--- src/pkg/pec_defines.svh ---
// constants for the phy error counters and prbs self-test block
`ifndef PEC_DEFINES_SVH
`define PEC_DEFINES_SVH
`define PEC_ADDR_FALSE_CARRIER 5'h14
`define PEC_ADDR_RX_ERROR 5'h15
`define PEC_ADDR_SELFTEST 5'h16
`define PEC_FC_MAX 16'h00FF
`define PEC_RX_MAX 16'h00FF
`define PEC_HALF_FULL 16'h007F
`define PEC_SELFTEST_RESET 16'h0100
`define PEC_BIT_WRAP_MODE 14
`define PEC_BIT_CFG_HI 13
`define PEC_BIT_CFG_LO 12
`define PEC_BIT_LOCKED 11
`define PEC_BIT_LOST_LOCK 10
`define PEC_BIT_GEN_STATUS 9
`define PEC_BIT_POWER_MODE 8
`define PEC_LOCK_GOOD 4'hF
`define PEC_BIST_ERR_MAX 8'hFF
`define PEC_PRBS_SEED 7'h7F
`endif

--- src/pkg/pec_pkg.sv ---
// types shared by the phy error counters and prbs self-test block
package pec_pkg;
	typedef enum logic [1:0] {
		PEC_CFG_OFF = 2'h0,
		PEC_CFG_SINGLE = 2'h1,
		PEC_CFG_CHECK = 2'h2,
		PEC_CFG_BOTH = 2'h3
	} pec_prbs_cfg_t;
	typedef enum logic [2:0] {
		PEC_GEN_IDLE = 3'b001,
		PEC_GEN_SEND = 3'b010,
		PEC_GEN_DONE = 3'b100
	} pec_gen_state_t;
endpackage : pec_pkg

--- src/verilog/pec_sat_counter.sv ---
// saturating clear-on-read event counter with half-full crossing pulse
`timescale 1ns/1ns
`include "pec_defines.svh"
module pec_sat_counter
	import pec_pkg::*;
#(
	parameter logic [15:0] MAX = 16'h00FF
) (
	// clock and reset
	input wire logic ref_clk,
	input wire logic arst_n,
	// control
	input wire logic inc,
	input wire logic clr,
	// status
	output logic [15:0] count,
	output logic hf_pulse
);
	typedef struct packed {
		logic [15:0] cnt;
		logic hf;
	} pec_cnt_state_t;

	pec_cnt_state_t st_reg;
	pec_cnt_state_t st_next;

	always_comb begin
		logic [15:0] base;
		base = 16'h0000;
		st_next = st_reg;
		// an event in the clearing cycle survives as a count of one
		base = clr ? 16'h0000 : st_reg.cnt;
		st_next.hf = 1'b0;
		if (inc && base != MAX) begin
			st_next.cnt = base + 16'h0001;
			// counts only step by one, so equality marks the single crossing
			st_next.hf = (base == `PEC_HALF_FULL);
		end else begin
			st_next.cnt = base;
		end
	end

	always_ff @(posedge ref_clk or negedge arst_n) begin
		if (!arst_n) begin
			st_reg <= '0;
		end else begin
			st_reg <= st_next;
		end
	end

	assign count = st_reg.cnt;
	assign hf_pulse = st_reg.hf;
endmodule : pec_sat_counter

--- src/verilog/pec_prbs.sv ---
// prbs generator and checker with bist error counter
`timescale 1ns/1ns
`include "pec_defines.svh"
module pec_prbs
	import pec_pkg::*;
(
	// clock and reset
	input wire logic ref_clk,
	input wire logic arst_n,
	// configuration
	input wire logic [1:0] cfg,
	input wire logic wrap_mode,
	input wire logic [15:0] pkt_len,
	input wire logic [7:0] pkt_const,
	// line side
	input wire logic rx_bit,
	input wire logic rx_bit_vld,
	output logic tx_bit,
	output logic tx_bit_vld,
	// status
	output logic gen_active,
	output logic locked,
	output logic lost_lock_pulse,
	output logic [7:0] bist_err_count,
	output logic bist_wrap_pulse
);
	typedef struct packed {
		pec_gen_state_t gst;
		logic [6:0] glfsr;
		logic [15:0] gcnt;
		logic txb;
		logic txv;
		logic [6:0] clfsr;
		logic [3:0] good;
		logic lock;
		logic miss;
		logic lost;
		logic [7:0] err;
		logic wrap;
	} pec_prbs_state_t;

	pec_prbs_state_t st_reg;
	pec_prbs_state_t st_next;

	function automatic logic prbs_fb(input logic [6:0] l);
		prbs_fb = l[6] ^ l[5];
	endfunction : prbs_fb

	always_comb begin
		logic match;
		match = 1'b0;
		st_next = st_reg;
		st_next.txv = 1'b0;
		st_next.lost = 1'b0;
		st_next.wrap = 1'b0;
		case (st_reg.gst)
			PEC_GEN_IDLE: begin
				st_next.gcnt = 16'h0000;
				if (cfg[0] && pkt_len != 16'h0000) begin
					st_next.gst = PEC_GEN_SEND;
				end
			end
			PEC_GEN_SEND: begin
				// a bit still in flight when the mode leaves send is not marked valid
				st_next.txv = cfg[0];
				if (cfg == PEC_CFG_SINGLE) begin
					st_next.txb = pkt_const[st_reg.gcnt[2:0]];
				end else begin
					st_next.txb = prbs_fb(st_reg.glfsr);
					st_next.glfsr = {st_reg.glfsr[5:0], prbs_fb(st_reg.glfsr)};
				end
				st_next.gcnt = st_reg.gcnt + 16'h0001;
				if (!cfg[0]) begin
					st_next.gst = PEC_GEN_IDLE;
				end else if (st_reg.gcnt == pkt_len - 16'h0001) begin
					st_next.gcnt = 16'h0000;
					// continuous mode starts the next packet at once
					st_next.gst = (cfg == PEC_CFG_BOTH) ? PEC_GEN_SEND : PEC_GEN_DONE;
				end
			end
			PEC_GEN_DONE: begin
				// single packet is re-armed only by leaving the mode
				if (cfg != PEC_CFG_SINGLE) begin
					st_next.gst = PEC_GEN_IDLE;
				end
			end
			default: begin
				st_next.gst = PEC_GEN_IDLE;
			end
		endcase
		if (!cfg[1]) begin
			st_next.clfsr = `PEC_PRBS_SEED;
			st_next.good = 4'h0;
			st_next.lock = 1'b0;
			st_next.miss = 1'b0;
			st_next.err = 8'h00;
		end else if (rx_bit_vld) begin
			match = (rx_bit == prbs_fb(st_reg.clfsr));
			st_next.clfsr = {st_reg.clfsr[5:0], rx_bit};
			if (!st_reg.lock) begin
				// a stale miss would drop a fresh lock on its first error
				st_next.miss = 1'b0;
				st_next.good = match ? st_reg.good + 4'h1 : 4'h0;
				st_next.lock = (st_reg.good == `PEC_LOCK_GOOD - 4'h1) && match;
			end else begin
				st_next.miss = !match;
				if (!match && st_reg.miss) begin
					st_next.lock = 1'b0;
					st_next.good = 4'h0;
					st_next.lost = 1'b1;
				end
				if (!match) begin
					if (st_reg.err != `PEC_BIST_ERR_MAX) begin
						st_next.err = st_reg.err + 8'h01;
					end else if (wrap_mode) begin
						st_next.err = 8'h00;
						st_next.wrap = 1'b1;
					end // single mode holds at max
				end
			end
		end
	end

	always_ff @(posedge ref_clk or negedge arst_n) begin
		if (!arst_n) begin
			st_reg <= '{gst: PEC_GEN_IDLE, glfsr: `PEC_PRBS_SEED, clfsr: `PEC_PRBS_SEED,
				default: '0};
		end else begin
			st_reg <= st_next;
		end
	end

	assign tx_bit = st_reg.txb;
	assign tx_bit_vld = st_reg.txv;
	assign gen_active = (st_reg.gst == PEC_GEN_SEND);
	assign locked = st_reg.lock;
	assign lost_lock_pulse = st_reg.lost;
	assign bist_err_count = st_reg.err;
	assign bist_wrap_pulse = st_reg.wrap;
endmodule : pec_prbs

--- src/verilog/pec_top.sv ---
// phy diagnostic counters and prbs self-test control with register port
`timescale 1ns/1ns
`include "pec_defines.svh"
module pec_top
	import pec_pkg::*;
(
	// clock and reset
	input wire logic ref_clk,
	input wire logic arst_n,
	// register port from the management frame decoder
	input wire logic [4:0] reg_addr,
	input wire logic reg_rd,
	input wire logic reg_wr,
	input wire logic [15:0] reg_wdata,
	output logic [15:0] reg_rdata,
	output logic reg_rvalid,
	// receive path events
	input wire logic false_carrier_evt,
	input wire logic rx_err_evt,
	input wire logic rx_dv,
	input wire logic mii_loopback,
	// interrupt control
	input wire logic fc_hf_int_en,
	input wire logic rxerr_hf_int_en,
	output logic fc_hf_evt,
	output logic rxerr_hf_evt,
	output logic fc_hf_irq,
	output logic rxerr_hf_irq,
	// packet format
	input wire logic [15:0] pkt_len,
	input wire logic [7:0] pkt_const,
	// self-test bit streams
	input wire logic rx_bit,
	input wire logic rx_bit_vld,
	output logic tx_bit,
	output logic tx_bit_vld,
	output logic [7:0] bist_err_count,
	output logic bist_wrap_pulse
);
	typedef struct packed {
		logic [15:0] rdata;
		logic rvalid;
		logic wrap_mode;
		logic [1:0] cfg;
		logic lost;
	} pec_top_state_t;

	pec_top_state_t st_reg;
	pec_top_state_t st_next;

	logic [15:0] fc_count;
	logic [15:0] rx_count;
	logic fc_hf;
	logic rx_hf;
	logic rd_fc;
	logic rd_rx;
	logic rd_st;
	logic wr_st;
	logic rx_inc;
	logic locked;
	logic lost_pulse;
	logic gen_active;
	logic [15:0] selftest_view;

	function automatic logic hit(input logic [4:0] a, input logic [4:0] off);
		hit = (a == off);
	endfunction : hit

	always_comb begin
		rd_fc = 1'b0;
		rd_rx = 1'b0;
		rd_st = 1'b0;
		if (hit(reg_addr, `PEC_ADDR_FALSE_CARRIER)) begin
			rd_fc = reg_rd;
		end else if (hit(reg_addr, `PEC_ADDR_RX_ERROR)) begin
			rd_rx = reg_rd;
		end else if (hit(reg_addr, `PEC_ADDR_SELFTEST)) begin
			rd_st = reg_rd;
		end
	end

	assign wr_st = reg_wr && hit(reg_addr, `PEC_ADDR_SELFTEST);
	// loopback traffic is self-made, so its symbol errors are not line errors
	assign rx_inc = rx_err_evt && rx_dv && !mii_loopback;

	pec_sat_counter #(
		.MAX(`PEC_FC_MAX)
	) u_fc_cnt (
		.ref_clk(ref_clk),
		.arst_n(arst_n),
		.inc(false_carrier_evt),
		.clr(rd_fc),
		.count(fc_count),
		.hf_pulse(fc_hf)
	);

	pec_sat_counter #(
		.MAX(`PEC_RX_MAX)
	) u_rx_cnt (
		.ref_clk(ref_clk),
		.arst_n(arst_n),
		.inc(rx_inc),
		.clr(rd_rx),
		.count(rx_count),
		.hf_pulse(rx_hf)
	);

	pec_prbs u_prbs (
		.ref_clk(ref_clk),
		.arst_n(arst_n),
		.cfg(st_reg.cfg),
		.wrap_mode(st_reg.wrap_mode),
		.pkt_len(pkt_len),
		.pkt_const(pkt_const),
		.rx_bit(rx_bit),
		.rx_bit_vld(rx_bit_vld),
		.tx_bit(tx_bit),
		.tx_bit_vld(tx_bit_vld),
		.gen_active(gen_active),
		.locked(locked),
		.lost_lock_pulse(lost_pulse),
		.bist_err_count(bist_err_count),
		.bist_wrap_pulse(bist_wrap_pulse)
	);

	always_comb begin
		selftest_view = `PEC_SELFTEST_RESET;
		selftest_view[`PEC_BIT_WRAP_MODE] = st_reg.wrap_mode;
		selftest_view[`PEC_BIT_CFG_HI] = st_reg.cfg[1];
		selftest_view[`PEC_BIT_CFG_LO] = st_reg.cfg[0];
		selftest_view[`PEC_BIT_LOCKED] = locked;
		selftest_view[`PEC_BIT_LOST_LOCK] = st_reg.lost;
		selftest_view[`PEC_BIT_GEN_STATUS] = gen_active;
	end

	always_comb begin
		st_next = st_reg;
		st_next.rvalid = reg_rd;
		if (rd_fc) begin
			st_next.rdata = fc_count;
		end else if (rd_rx) begin
			st_next.rdata = rx_count;
		end else if (rd_st) begin
			st_next.rdata = selftest_view;
		end else if (reg_rd) begin
			// other addresses belong to neighbouring blocks
			st_next.rdata = 16'h0000;
		end
		if (wr_st) begin
			st_next.wrap_mode = reg_wdata[`PEC_BIT_WRAP_MODE];
			st_next.cfg = reg_wdata[`PEC_BIT_CFG_HI:`PEC_BIT_CFG_LO];
		end
		// latched loss clears on read, but a new loss wins over the clear
		if (lost_pulse) begin
			st_next.lost = 1'b1;
		end else if (rd_st) begin
			st_next.lost = 1'b0;
		end
	end

	always_ff @(posedge ref_clk or negedge arst_n) begin
		if (!arst_n) begin
			st_reg <= '0;
		end else begin
			st_reg <= st_next;
		end
	end

	assign reg_rdata = st_reg.rdata;
	assign reg_rvalid = st_reg.rvalid;
	assign fc_hf_evt = fc_hf;
	assign rxerr_hf_evt = rx_hf;
	// pending status is kept outside; only the pin path is gated here
	assign fc_hf_irq = fc_hf && fc_hf_int_en;
	assign rxerr_hf_irq = rx_hf && rxerr_hf_int_en;
endmodule : pec_top

--- config.mk ---
export PLATFORM = sky130hd
export DESIGN_NAME = pec_top
export DESIGN_NICKNAME = d
export VERILOG_FILES = /design/src/pkg/pec_pkg.sv /design/src/verilog/pec_sat_counter.sv /design/src/verilog/pec_prbs.sv /design/src/verilog/pec_top.sv
export VERILOG_INCLUDE_DIRS = /design/src /design/src/pkg
export SDC_FILE = /design/constraint.sdc
export NUM_CORES = 1
export LEC_CHECK = 0
export ABC_AREA = 1
export BUFFER_PORTS_ARGS = -buffer_cell sky130_fd_sc_hd__buf_2
export CELL_PAD_IN_SITES_DETAIL_PLACEMENT = 0
export CELL_PAD_IN_SITES_GLOBAL_PLACEMENT = 1
export CORE_ASPECT_RATIO = 1.1
export CORE_MARGIN = 1
export CORE_UTILIZATION = 43
export DETAILED_ROUTE_END_ITERATION = 8
export GPL_ROUTABILITY_DRIVEN = 0
export PLACE_DENSITY = 0.8
export SYNTH_ARGS = -nofsm -noshare
export SYNTH_HDL_FRONTEND = slang
export SYNTH_SLANG_ARGS = --single-unit
--- constraint.sdc ---
create_clock -name ref_clk -period 2.2 [get_ports ref_clk]
set_input_delay 0.11 -clock ref_clk [delete_from_list [all_inputs] [get_ports ref_clk]]
set_output_delay 0.11 -clock ref_clk [all_outputs]
set_load 0.005 [all_outputs]
Word-level counts from Yosys, hierarchy flattened
Index checks and enable logic that the tools add are counted.

operators by class
  $add $sub $neg = 6
  order comparisons = 1
  equality and inequality tests = 25
  muxes and demuxes = 45
  bitwise operators = 3
  reductions and logical operators = 20

operator list
  cell                                                                       number
  16-bit two-way mux                                                         10
  16-bit by 1-bit adder with 16-bit output (second input constant)           3
  16-bit by 7-bit == test with 1-bit output (second input constant)          2
  16-bit by 8-bit inequality test with 1-bit output (second input constant)  2
  16-bit one-hot mux with 2 select lines                                     1
  23-bit two-way mux                                                         1
  9-bit two-way mux                                                          2
  1-bit two-way mux                                                          17
  16-bit == test                                                             1
  8-bit two-way mux                                                          2
  16-bit nonzero test                                                        1
  16-bit by 1-bit subtractor with 16-bit output (second input constant)      1
  5-bit == test (second input constant)                                      3
  3-bit two-way mux                                                          5
  13-bit two-way mux                                                         1
  1-bit logical AND                                                          10
  10-bit two-way mux                                                         1
  3-bit one-hot mux with 3 select lines                                      1
  8-bit by 1-bit adder with 8-bit output (second input constant)             1
  2-bit by 1-bit inequality test with 1-bit output (second input constant)   4
  8-bit inequality test (second input constant)                              1
  6-bit two-way mux                                                          1
  5-bit two-way mux                                                          1
  4-bit by 1-bit adder with 4-bit output (second input constant)             1
  22 further kinds                                                           27

storage, ports and cells
  flip-flop bits (word level) = 106
  output and inout port bits = 32

Longest topological paths before layout
Gate-level depths: netlist of the first run.

  depth in word-level cells = 8
  depth in mapped cells = 16

Hierarchy
A second synthesis of the first run with hierarchy kept.

second synthesis, totals
  cell total of the unflattened synthesis = 1030
  area total of the unflattened synthesis = 7105.6 um^2

modules (own cells, without submodules)
  module           times used  cells each  area an instance (um^2)
  pec_prbs         1           515         3562.2
  pec_sat_counter  2           194         1249.9
  pec_top          1           127         1043.5

Least setup slack after synthesis of the first run
OpenSTA, ideal clock, no wires.

  path kind = input to register
  start point = input port reg_addr[3]
  end point = register u_rx_cnt.st_reg (netlist bit u_rx_cnt.count[12])
  library setup time = 0.116 ns
  arrival = 1.848 ns
  slack = 0.236 ns
  cell stages on the path = 16
  buffers on the path = 2
  path through = inv_1 > nand2_2 > nor2_4 > nand3_4 > inv_4 > buf_2 > nor2_1 > ha_1 > nand3_1 > nor3_2 > nand2_2 > nand2_4 > inv_2 > buf_6 > nand2_1 > nand2_1

RTL lines
  item                    line                   RTL
  start: declaration      pec_top.sv:11          input wire logic [4:0] reg_addr,
  end signal: assignment  pec_sat_counter.sv:47  st_reg <= st_next;
  end: declaration        pec_sat_counter.sv:24  pec_cnt_state_t st_reg;

==> impl_metrics.tcl, run 1 <==
set metrics [dict create \
    status "complete, no violations" \
    ys.flop_type "dfrtp_1" \
    multi_input_comb_area_mm2 0.00350 \
    dr.pass1.iters 5 \
    ys_types 44 \
    drive_above_1_share_pct 17.4 \
    wl_per_cell_um 13.1 \
    vias 6070 \
    clkTransAtPathRegs_ps 70 \
    p_switching_w 0.00181 \
    grt_max_degree 62 \
    drt-total-wl_mm 16.1 \
    finalSetupTns_ps 0 \
    synth_cells 945 \
    rsz0062_at_grt "false" \
    grt_usage_pct 21.3 \
    async_flop_share_pct 100 \
    place_area_mm2 0.00746 \
    finalCriticalPeriod_ps 2000 \
    synthMuxAreaShare_pct 0.293 \
    routed_via_density 4.93 \
    critical_path.max_fanout 13 \
    area_growth_pct 14.4 \
    htreeDepth 3 \
    crit_type "primary input to flop" \
    fmax_mhz 499 \
    clk_latency_ps 350 \
    cts_tree "done" \
    grt_pass1_vias 5662 \
    slew_violations 0 \
    ff_latch_area_mm2 0.00267 \
    peakVddDrop_v 0.000617 \
    combPwrFrac_pct 26.3 \
    num_antenna_cells 0 \
    drtIter0Drc 270 \
    p_int_w 0.00358 \
    synth-xor-area-share_pct 5.52 \
    tightest_slew_ps 531 \
    synth_area_mm2 0.00683 \
    port_buffers 75 \
    grt_pass1_wl_mm 27.5 \
    grtUsageMet3_pct 4.51 \
    skew_ps 6.11 \
    ys_seq_area_share_pct 39.1 \
    largest_register_ff_count 38 \
    critPathLaunchType "primary input" \
    synth_warnings 0 \
    top_usage_layer "met2" \
    root_buffer "clkbuf_16" \
    drc_errors 0 \
    post-route-period-util_pct 91.0 \
    arrival_ps 2240 \
    io_pins 89 \
    power_frac_clock_pct 29.7 \
    antenna_found_initial 0 \
    dieArea_mm2 0.0164 \
    num-nets-final 1095 \
    clock_sinks 106 \
    use_met2_pct 33.5 \
    p_sw_share_pct 33.5 \
    synth_fa_ha_area_share_pct 1.28 \
    synth-simple-area-share_pct 36.7 \
    n_fill_cell 1624 \
    synth_compound_area_share_pct 7.31 \
    met1_usage_pct 29.4 \
    timing.slew.headroom_pct 64.6 \
    synth_nets 1009 \
    p_leak_nw 4.10 \
    syn_avg_cell_area_um2 7.22 \
    finalSetupViolations 0 \
    final_area_mm2 0.00781 \
    rows 47 \
    synth_top_family_by_area "simple AND/OR/NAND/NOR gates" \
    start_util_pct 44.6 \
    crit_required_ps 2440 \
    fp.dieW_um 122 \
    clockBufferDepth 2 \
    hold_violations 0 \
    grt_remaining_overflow 0 \
    hp-class "primary input to flop" \
    die_height_um 134 \
    cts_made_buffers 9 \
    p_seq_share_pct 44.0 \
    dpl.hpwl_mm 12.4 \
    cp-end-kind "flop" \
    core_mm2 0.0153 \
    ant_nets 0 \
    drv_cap 0 \
    synth-edff-count 0 \
    yosys_register_bits 106 \
    power.density_mw_per_mm2 691 \
]
==> power by group through the flow <==
stage	combinational (W)	sequential (W)	clock [W]
after global routing	0.00162	0.00240	0.00175
after global placement	0.00141	0.00240	0
after CTS	0.00144	0.00237	0.00167
final	0.00142	0.00237	0.00160
after floorplan	0.00102	0.00233	0
after detailed placement	0.00142	0.00241	0
==> area by class of cell <==
cell class	count	area share [%]
clock buffer	12	3.03
inverter	126	6.12
multi-input combinational	685	44.8
timing repair buffer	103	7.98
sequential	106	34.2
clock inverter	4	0.705
tap	196	3.14
==> path summary, 6_finish.rpt <==
kind                                                 end                             start  cells past startpoint  slack (ps)
setup / recovery            u_rx_cnt.count[12]$_DFF_PN0_                            reg_rd                     13         200
setup reg to reg           u_prbs.st_reg[14]$_DFFE_PN0P_     u_prbs.st_reg[21]$_DFFE_PN1P_                      6         240
hold reg to reg            selftest_view[10]$_DFFE_PN0P_  u_prbs.lost_lock_pulse$_DFF_PN0_                      1         440
min in group asynchronous  u_prbs.st_reg[39]$_DFFE_PN0P_                            arst_n                      2         160
max in group asynchronous  u_prbs.st_reg[46]$_DFFE_PN1P_                            arst_n                      3        1330
hold / removal             u_prbs.st_reg[16]$_DFFE_PN1P_                            rx_bit                      3          30
==> worst max-delay path, stage by stage <==
cell and delay [ps]:
dlygate4sd3_1 530, buf_2 170, nand3_4 100, inv_4 50, nor2_1 180, ha_1 230, nand3_2 160, nor3_4 190
nand2_2 110, nand2_4 120, inv_2 130, nand2_1 100, nand2_1 60
==> cells by family after synthesis <==
logic type,Yosys count
xor gates and xnor gates,43
buffers and inverters,154
muxes,2
AOI/OAI and AO/OA,78
DFF,106
adders and majority gates,7
and+or+nand+nor,555
==> synth_stat cells, types with 6 or more instances <==
cell	n	area share, %
a21oi_1	10	0.73
xor2_1	28	3.6
ha_1	7	1.3
o21ai_0	28	2.1
dfrtp_1	91	33
dfstp_2	15	5.8
inv_1	120	6.6
nor2_1	87	4.8
nand3b_1	8	0.88
nand3_1	76	5.6
nor3_1	14	1.0
clkbuf_1	7	0.38
nand4_1	21	1.9
xnor2_1	15	1.9
nand2_2	9	0.82
o21ai_2	9	1.2
a22oi_1	14	1.5
nor2_4	8	1.3
nand2_1	307	17
buf_4	9	0.99
buf_6	6	0.99
==> what timing repair did <==
| item | in CTS | in global routing |
|---|---|---|
| endpoints found under the hold margin | 94 | 0 |
| resized for setup | 0 | 3 |
| setup buffers | 0 | 0 |
| setup endpoints to repair | 0 | 15 |
| hold buffers | 4 | 0 |
==> metrics by stage <==
step / utilization (%) / power, W / hold slack [ps] / std cells / worst slack [ps]
2_1_floorplan: - / 0.00335 / -186 / 945 / 236
3_3_place_gp: 48.8 / 0.00382 / -62.5 / 1212 / 190
3_5_place_dp: 48.8 / 0.00383 / -62.2 / 1212 / 170
4_1_cts: 51.0 / 0.00548 / 4.41 / 1232 / 129
5_1_grt: 51.1 / 0.00577 / 27.7 / 1232 / 27.0
6_report: 51.1 / 0.00539 / 25.9 / 1232 / 197
==> placed cells by master (no fill, tap or decap), drive strengths merged <==
master       count
a21o             1
a21oi           10
a22oi           14
a41oi            1
and2             1
buf             99
bufinv           1
clkbuf          12
clkinv           3
clkinvlp         1
dfrtp           91
dfstp           15
dlygate4sd3      4
ha               7
inv            125
mux2i            2
nand2          321
nand3           80
nand3b           8
nand4           22
nor2            99
nor3            18
nor3b            2
nor4             2
o2111ai          5
o21a             2
o21ai           41
o221ai           2
o22ai            2
or2              2
xnor2           15
xor2            28
==> per-layer routing <==
layer,vias to the layer above,wire [µm]
li1,3166,-
met1,2793,7710
met2,94,7440
met3,17,733
met4,0,265
met5,-,0
Note: power is estimated with default switching activity, not from simulation.
==> inputs of run 2 (changes only) <==
--- a/config.mk
+++ b/config.mk
@@ -6,16 +6,15 @@
 export SDC_FILE = /design/constraint.sdc
 export NUM_CORES = 1
 export LEC_CHECK = 0
-export ABC_AREA = 1
 export BUFFER_PORTS_ARGS = -buffer_cell sky130_fd_sc_hd__buf_2
 export CELL_PAD_IN_SITES_DETAIL_PLACEMENT = 0
 export CELL_PAD_IN_SITES_GLOBAL_PLACEMENT = 1
 export CORE_ASPECT_RATIO = 1.1
 export CORE_MARGIN = 1
-export CORE_UTILIZATION = 43
+export CORE_UTILIZATION = 44
 export DETAILED_ROUTE_END_ITERATION = 8
 export GPL_ROUTABILITY_DRIVEN = 0
-export PLACE_DENSITY = 0.8
+export PLACE_DENSITY = 0.78
 export SYNTH_ARGS = -nofsm -noshare
 export SYNTH_HDL_FRONTEND = slang
 export SYNTH_SLANG_ARGS = --single-unit
==> run 2 against run 1 <==
  * The flow now finishes with violations (setup timing)
  * Utilization grew 5.0 points
  * Flip-flop and latch count unchanged
  * Synthesized area shrank 13%
  * Hold slack got worse by 12 ps
  * Wire length down 7.1%
  * Combinational power decreased by 35%
  * Highest routed layer unchanged
==> impl_metrics.tcl, run 2 <==
set metrics [dict create \
    status "finished, violations left" \
    violations "setup timing" \
    yosys.cell_count.top_type "dfrtp_1" \
    dieArea_mm2 0.0140 \
    grt_max_degree 64 \
    synth-xor-area-share_pct 7.74 \
    power_w 0.00495 \
    grt_usage_pct 22.4 \
    vias 5131 \
    rows 44 \
    io_pins 89 \
    start_util_pct 45.0 \
    clock_sinks 106 \
    drtIter0Drc 314 \
    finalSetupViolations 8 \
    synth-simple-area-share_pct 24.3 \
    synth_common_cells "dfrtp_1, nand2_1, nor2_1" \
    syn_avg_cell_area_um2 9.31 \
    ant_nets 0 \
    largest_register_ff_count 38 \
    crit_chain "xor2_2, xnor2_1, a41oi_2, nor4b_2, buf_4, nand4_1, or3_4, a211oi_2" \
    cts_made_buffers 9 \
    cp_slowest_cell "dfrtp_1" \
    yosys.area.top_type "dfrtp_1" \
    yosys_register_bits 106 \
    port_buffers 75 \
    ys.flop_type "dfrtp_1" \
    n_fill_cell 1212 \
    dr.pass1.iters 5 \
    timing.slew.headroom_pct 30.7 \
    finalSetupTns_ps -151 \
    hold_violations 0 \
    synth-edff-count 0 \
    area_growth_pct 24.5 \
    rsz0062_at_grt "true" \
    core_mm2 0.0132 \
    layout_common_cells "dfrtp_1, buf_2, nand2_1, buf_4, nor2_1" \
    cts_tree "done" \
    grt_pass1_vias 5006 \
    drv_cap 0 \
    synth_top_area_share_pct 38.3 \
    num-nets-final 829 \
    slowest_delay_ps 440 \
    wl_per_cell_um 16.1 \
    p_leak_nw 3.46 \
    synthMuxAreaShare_pct 3.83 \
    synth_cells 639 \
    fin_ws_ps -88.2 \
    clockBufferDepth 2 \
    die_height_um 124 \
    synth_top_family_by_area "simple AND/OR/NAND/NOR gates" \
    critPathBufInv 1 \
    critical_path.max_fanout 2 \
    multi_input_comb_area_mm2 0.00316 \
    tightest_slew_ps 1040 \
    skew_ps 7.67 \
    num_antenna_cells 0 \
    ys_seq_area_share_pct 44.9 \
    power.density_mw_per_mm2 669 \
    cp-end-kind "flop" \
    synth_compound_area_share_pct 13.8 \
    root_buffer "clkbuf_16" \
    post-route-period-util_pct 104 \
    htreeDepth 3 \
    slew_violations 0 \
    synthTopCellsByArea "dfrtp_1, dfstp_2, nand2_1" \
    synth_nets 703 \
    ff_latch_area_mm2 0.00267 \
    finalCriticalPeriod_ps 2290 \
    dpl.hpwl_mm 10.8 \
    async_flop_share_pct 100 \
    synth_warnings 0 \
    crit_required_ps 2470 \
    antenna_found_initial 0 \
    peakVddDrop_v 0.000304 \
    hp-class "primary input to flop" \
    drt-total-wl_mm 15.0 \
    place_inst 908 \
    drc_errors 0 \
    synth_fa_ha_area_share_pct 1.47 \
    grt_remaining_overflow 0 \
    crit_type "flop to flop" \
    clk_latency_ps 350 \
    fmax_mhz 437 \
    final_cells 930 \
    drive_above_1_share_pct 28.1 \
    critPathTopFamily "simple AND/OR/NAND/NOR gates" \
    synth_area_mm2 0.00595 \
    grt_pass1_wl_mm 24.6 \
    arrival_ps 2560 \
    routed_via_density 5.52 \
    clkTransAtPathRegs_ps 70 \
    layout_commonest_cell "dfrtp_1" \
    ys_types 70 \
    critPathLaunchType "flop" \
    fp.dieW_um 113 \
]
## run 2: cell types whose count changed in the layout (fill, tap and decap cells not counted), sizes merged, moves of 13 or more
cell	previous run	this run
o21ai	41	27
nand3	80	33
a22oi	14	1
and3	0	17
inv	125	19
nand2	321	74
a31oi	0	24
nor2	99	66
buf	99	145
## run 2: what timing repair did
item | CTS | global route
hold buffers | 3 | 0
hold endpoints to repair | 78 | 0
cloned | 0 | 1
setup buffers | 0 | 3
gates resized for setup | 4 | 8
endpoints found under the setup margin | 13 | 18
pin swaps | 2 | 9
## run 2: layout make-up
class                      count  area share (%)
tap                          161            2.72
multi-input combinational    481            42.6
clock inverter                 4           0.980
sequential                   106            36.1
inverter                      18           0.912
clock buffer                  11            3.41
timing repair buffer         149            13.3
## run 2: kinds of logic after synthesis
| family | Yosys count |
|---|---|
| mux | 19 |
| flops | 106 |
| fa+ha+maj | 7 |
| compound gates | 122 |
| simple gates | 282 |
| xor+xnor | 51 |
| buf+inv | 52 |
## run 2: worst reg2reg max path, cell delays in order, from the launching register on
cell and delay, ps:
dfrtp_1 440, xor2_2 190, xnor2_1 240, a41oi_2 150
nor4b_2 270, buf_4 150, nand4_1 150, or3_4 420
a211oi_2 190
## run 2: per-layer routing
| layer | GRT usage [%] | vias to the layer above | wire [µm] |
|---|---|---|---|
| met4 | 6.25 | 0 | 233 |
| met3 | 4.28 | 18 | 491 |
| met1 | 27.8 | 2485 | 6510 |
| met2 | 40.2 | 101 | 7760 |
| met5 | 0 | - | 0 |
| li1 | - | 2527 | - |
## run 2: report_power, final
part	internal (W)	switching, W
logic	0.000419	0.000501
registers	0.00210	0.000152
clock network	0.00105	0.000727
total	0.00357	0.00138
## run 2: path summary, 6_finish.rpt
check | cells after the start | start | slack (ps) | to
min | 2 | reg_wdata[12] | 10 | selftest_view[12]$_DFFE_PN0P_
max in group asynchronous | 3 | arst_n | 1350 | u_prbs.st_reg[44]$_DFFE_PN1P_
min in group asynchronous | 2 | arst_n | 150 | u_prbs.bist_err_count[5]$_DFFE_PN0P_
max | 8 | u_prbs.st_reg[38]$_DFFE_PN0P_ | -90 | u_prbs.st_reg[50]$_DFFE_PN0P_
max reg2reg | 8 | u_prbs.st_reg[38]$_DFFE_PN0P_ | -90 | u_prbs.st_reg[50]$_DFFE_PN0P_
min reg2reg | 1 | u_prbs.tx_bit$_DFFE_PN0P_ | 480 | u_prbs.tx_bit$_DFFE_PN0P_
## run 2: stage by stage
stage | cell area (µm²) | hold WS (ps) | setup WS (ps) | util (%)
final | 7410 | 14.0 | -88.2 | 56.1
after global routing | 7410 | 20.1 | -174 | 56.1
after CTS | 7310 | 15.3 | 1.56 | 55.4
after detailed placement | 6930 | -19.3 | -232 | 52.5
after global placement | 6930 | -20.7 | -152 | 52.5
after floorplan | 6010 | -186 | -130 | -
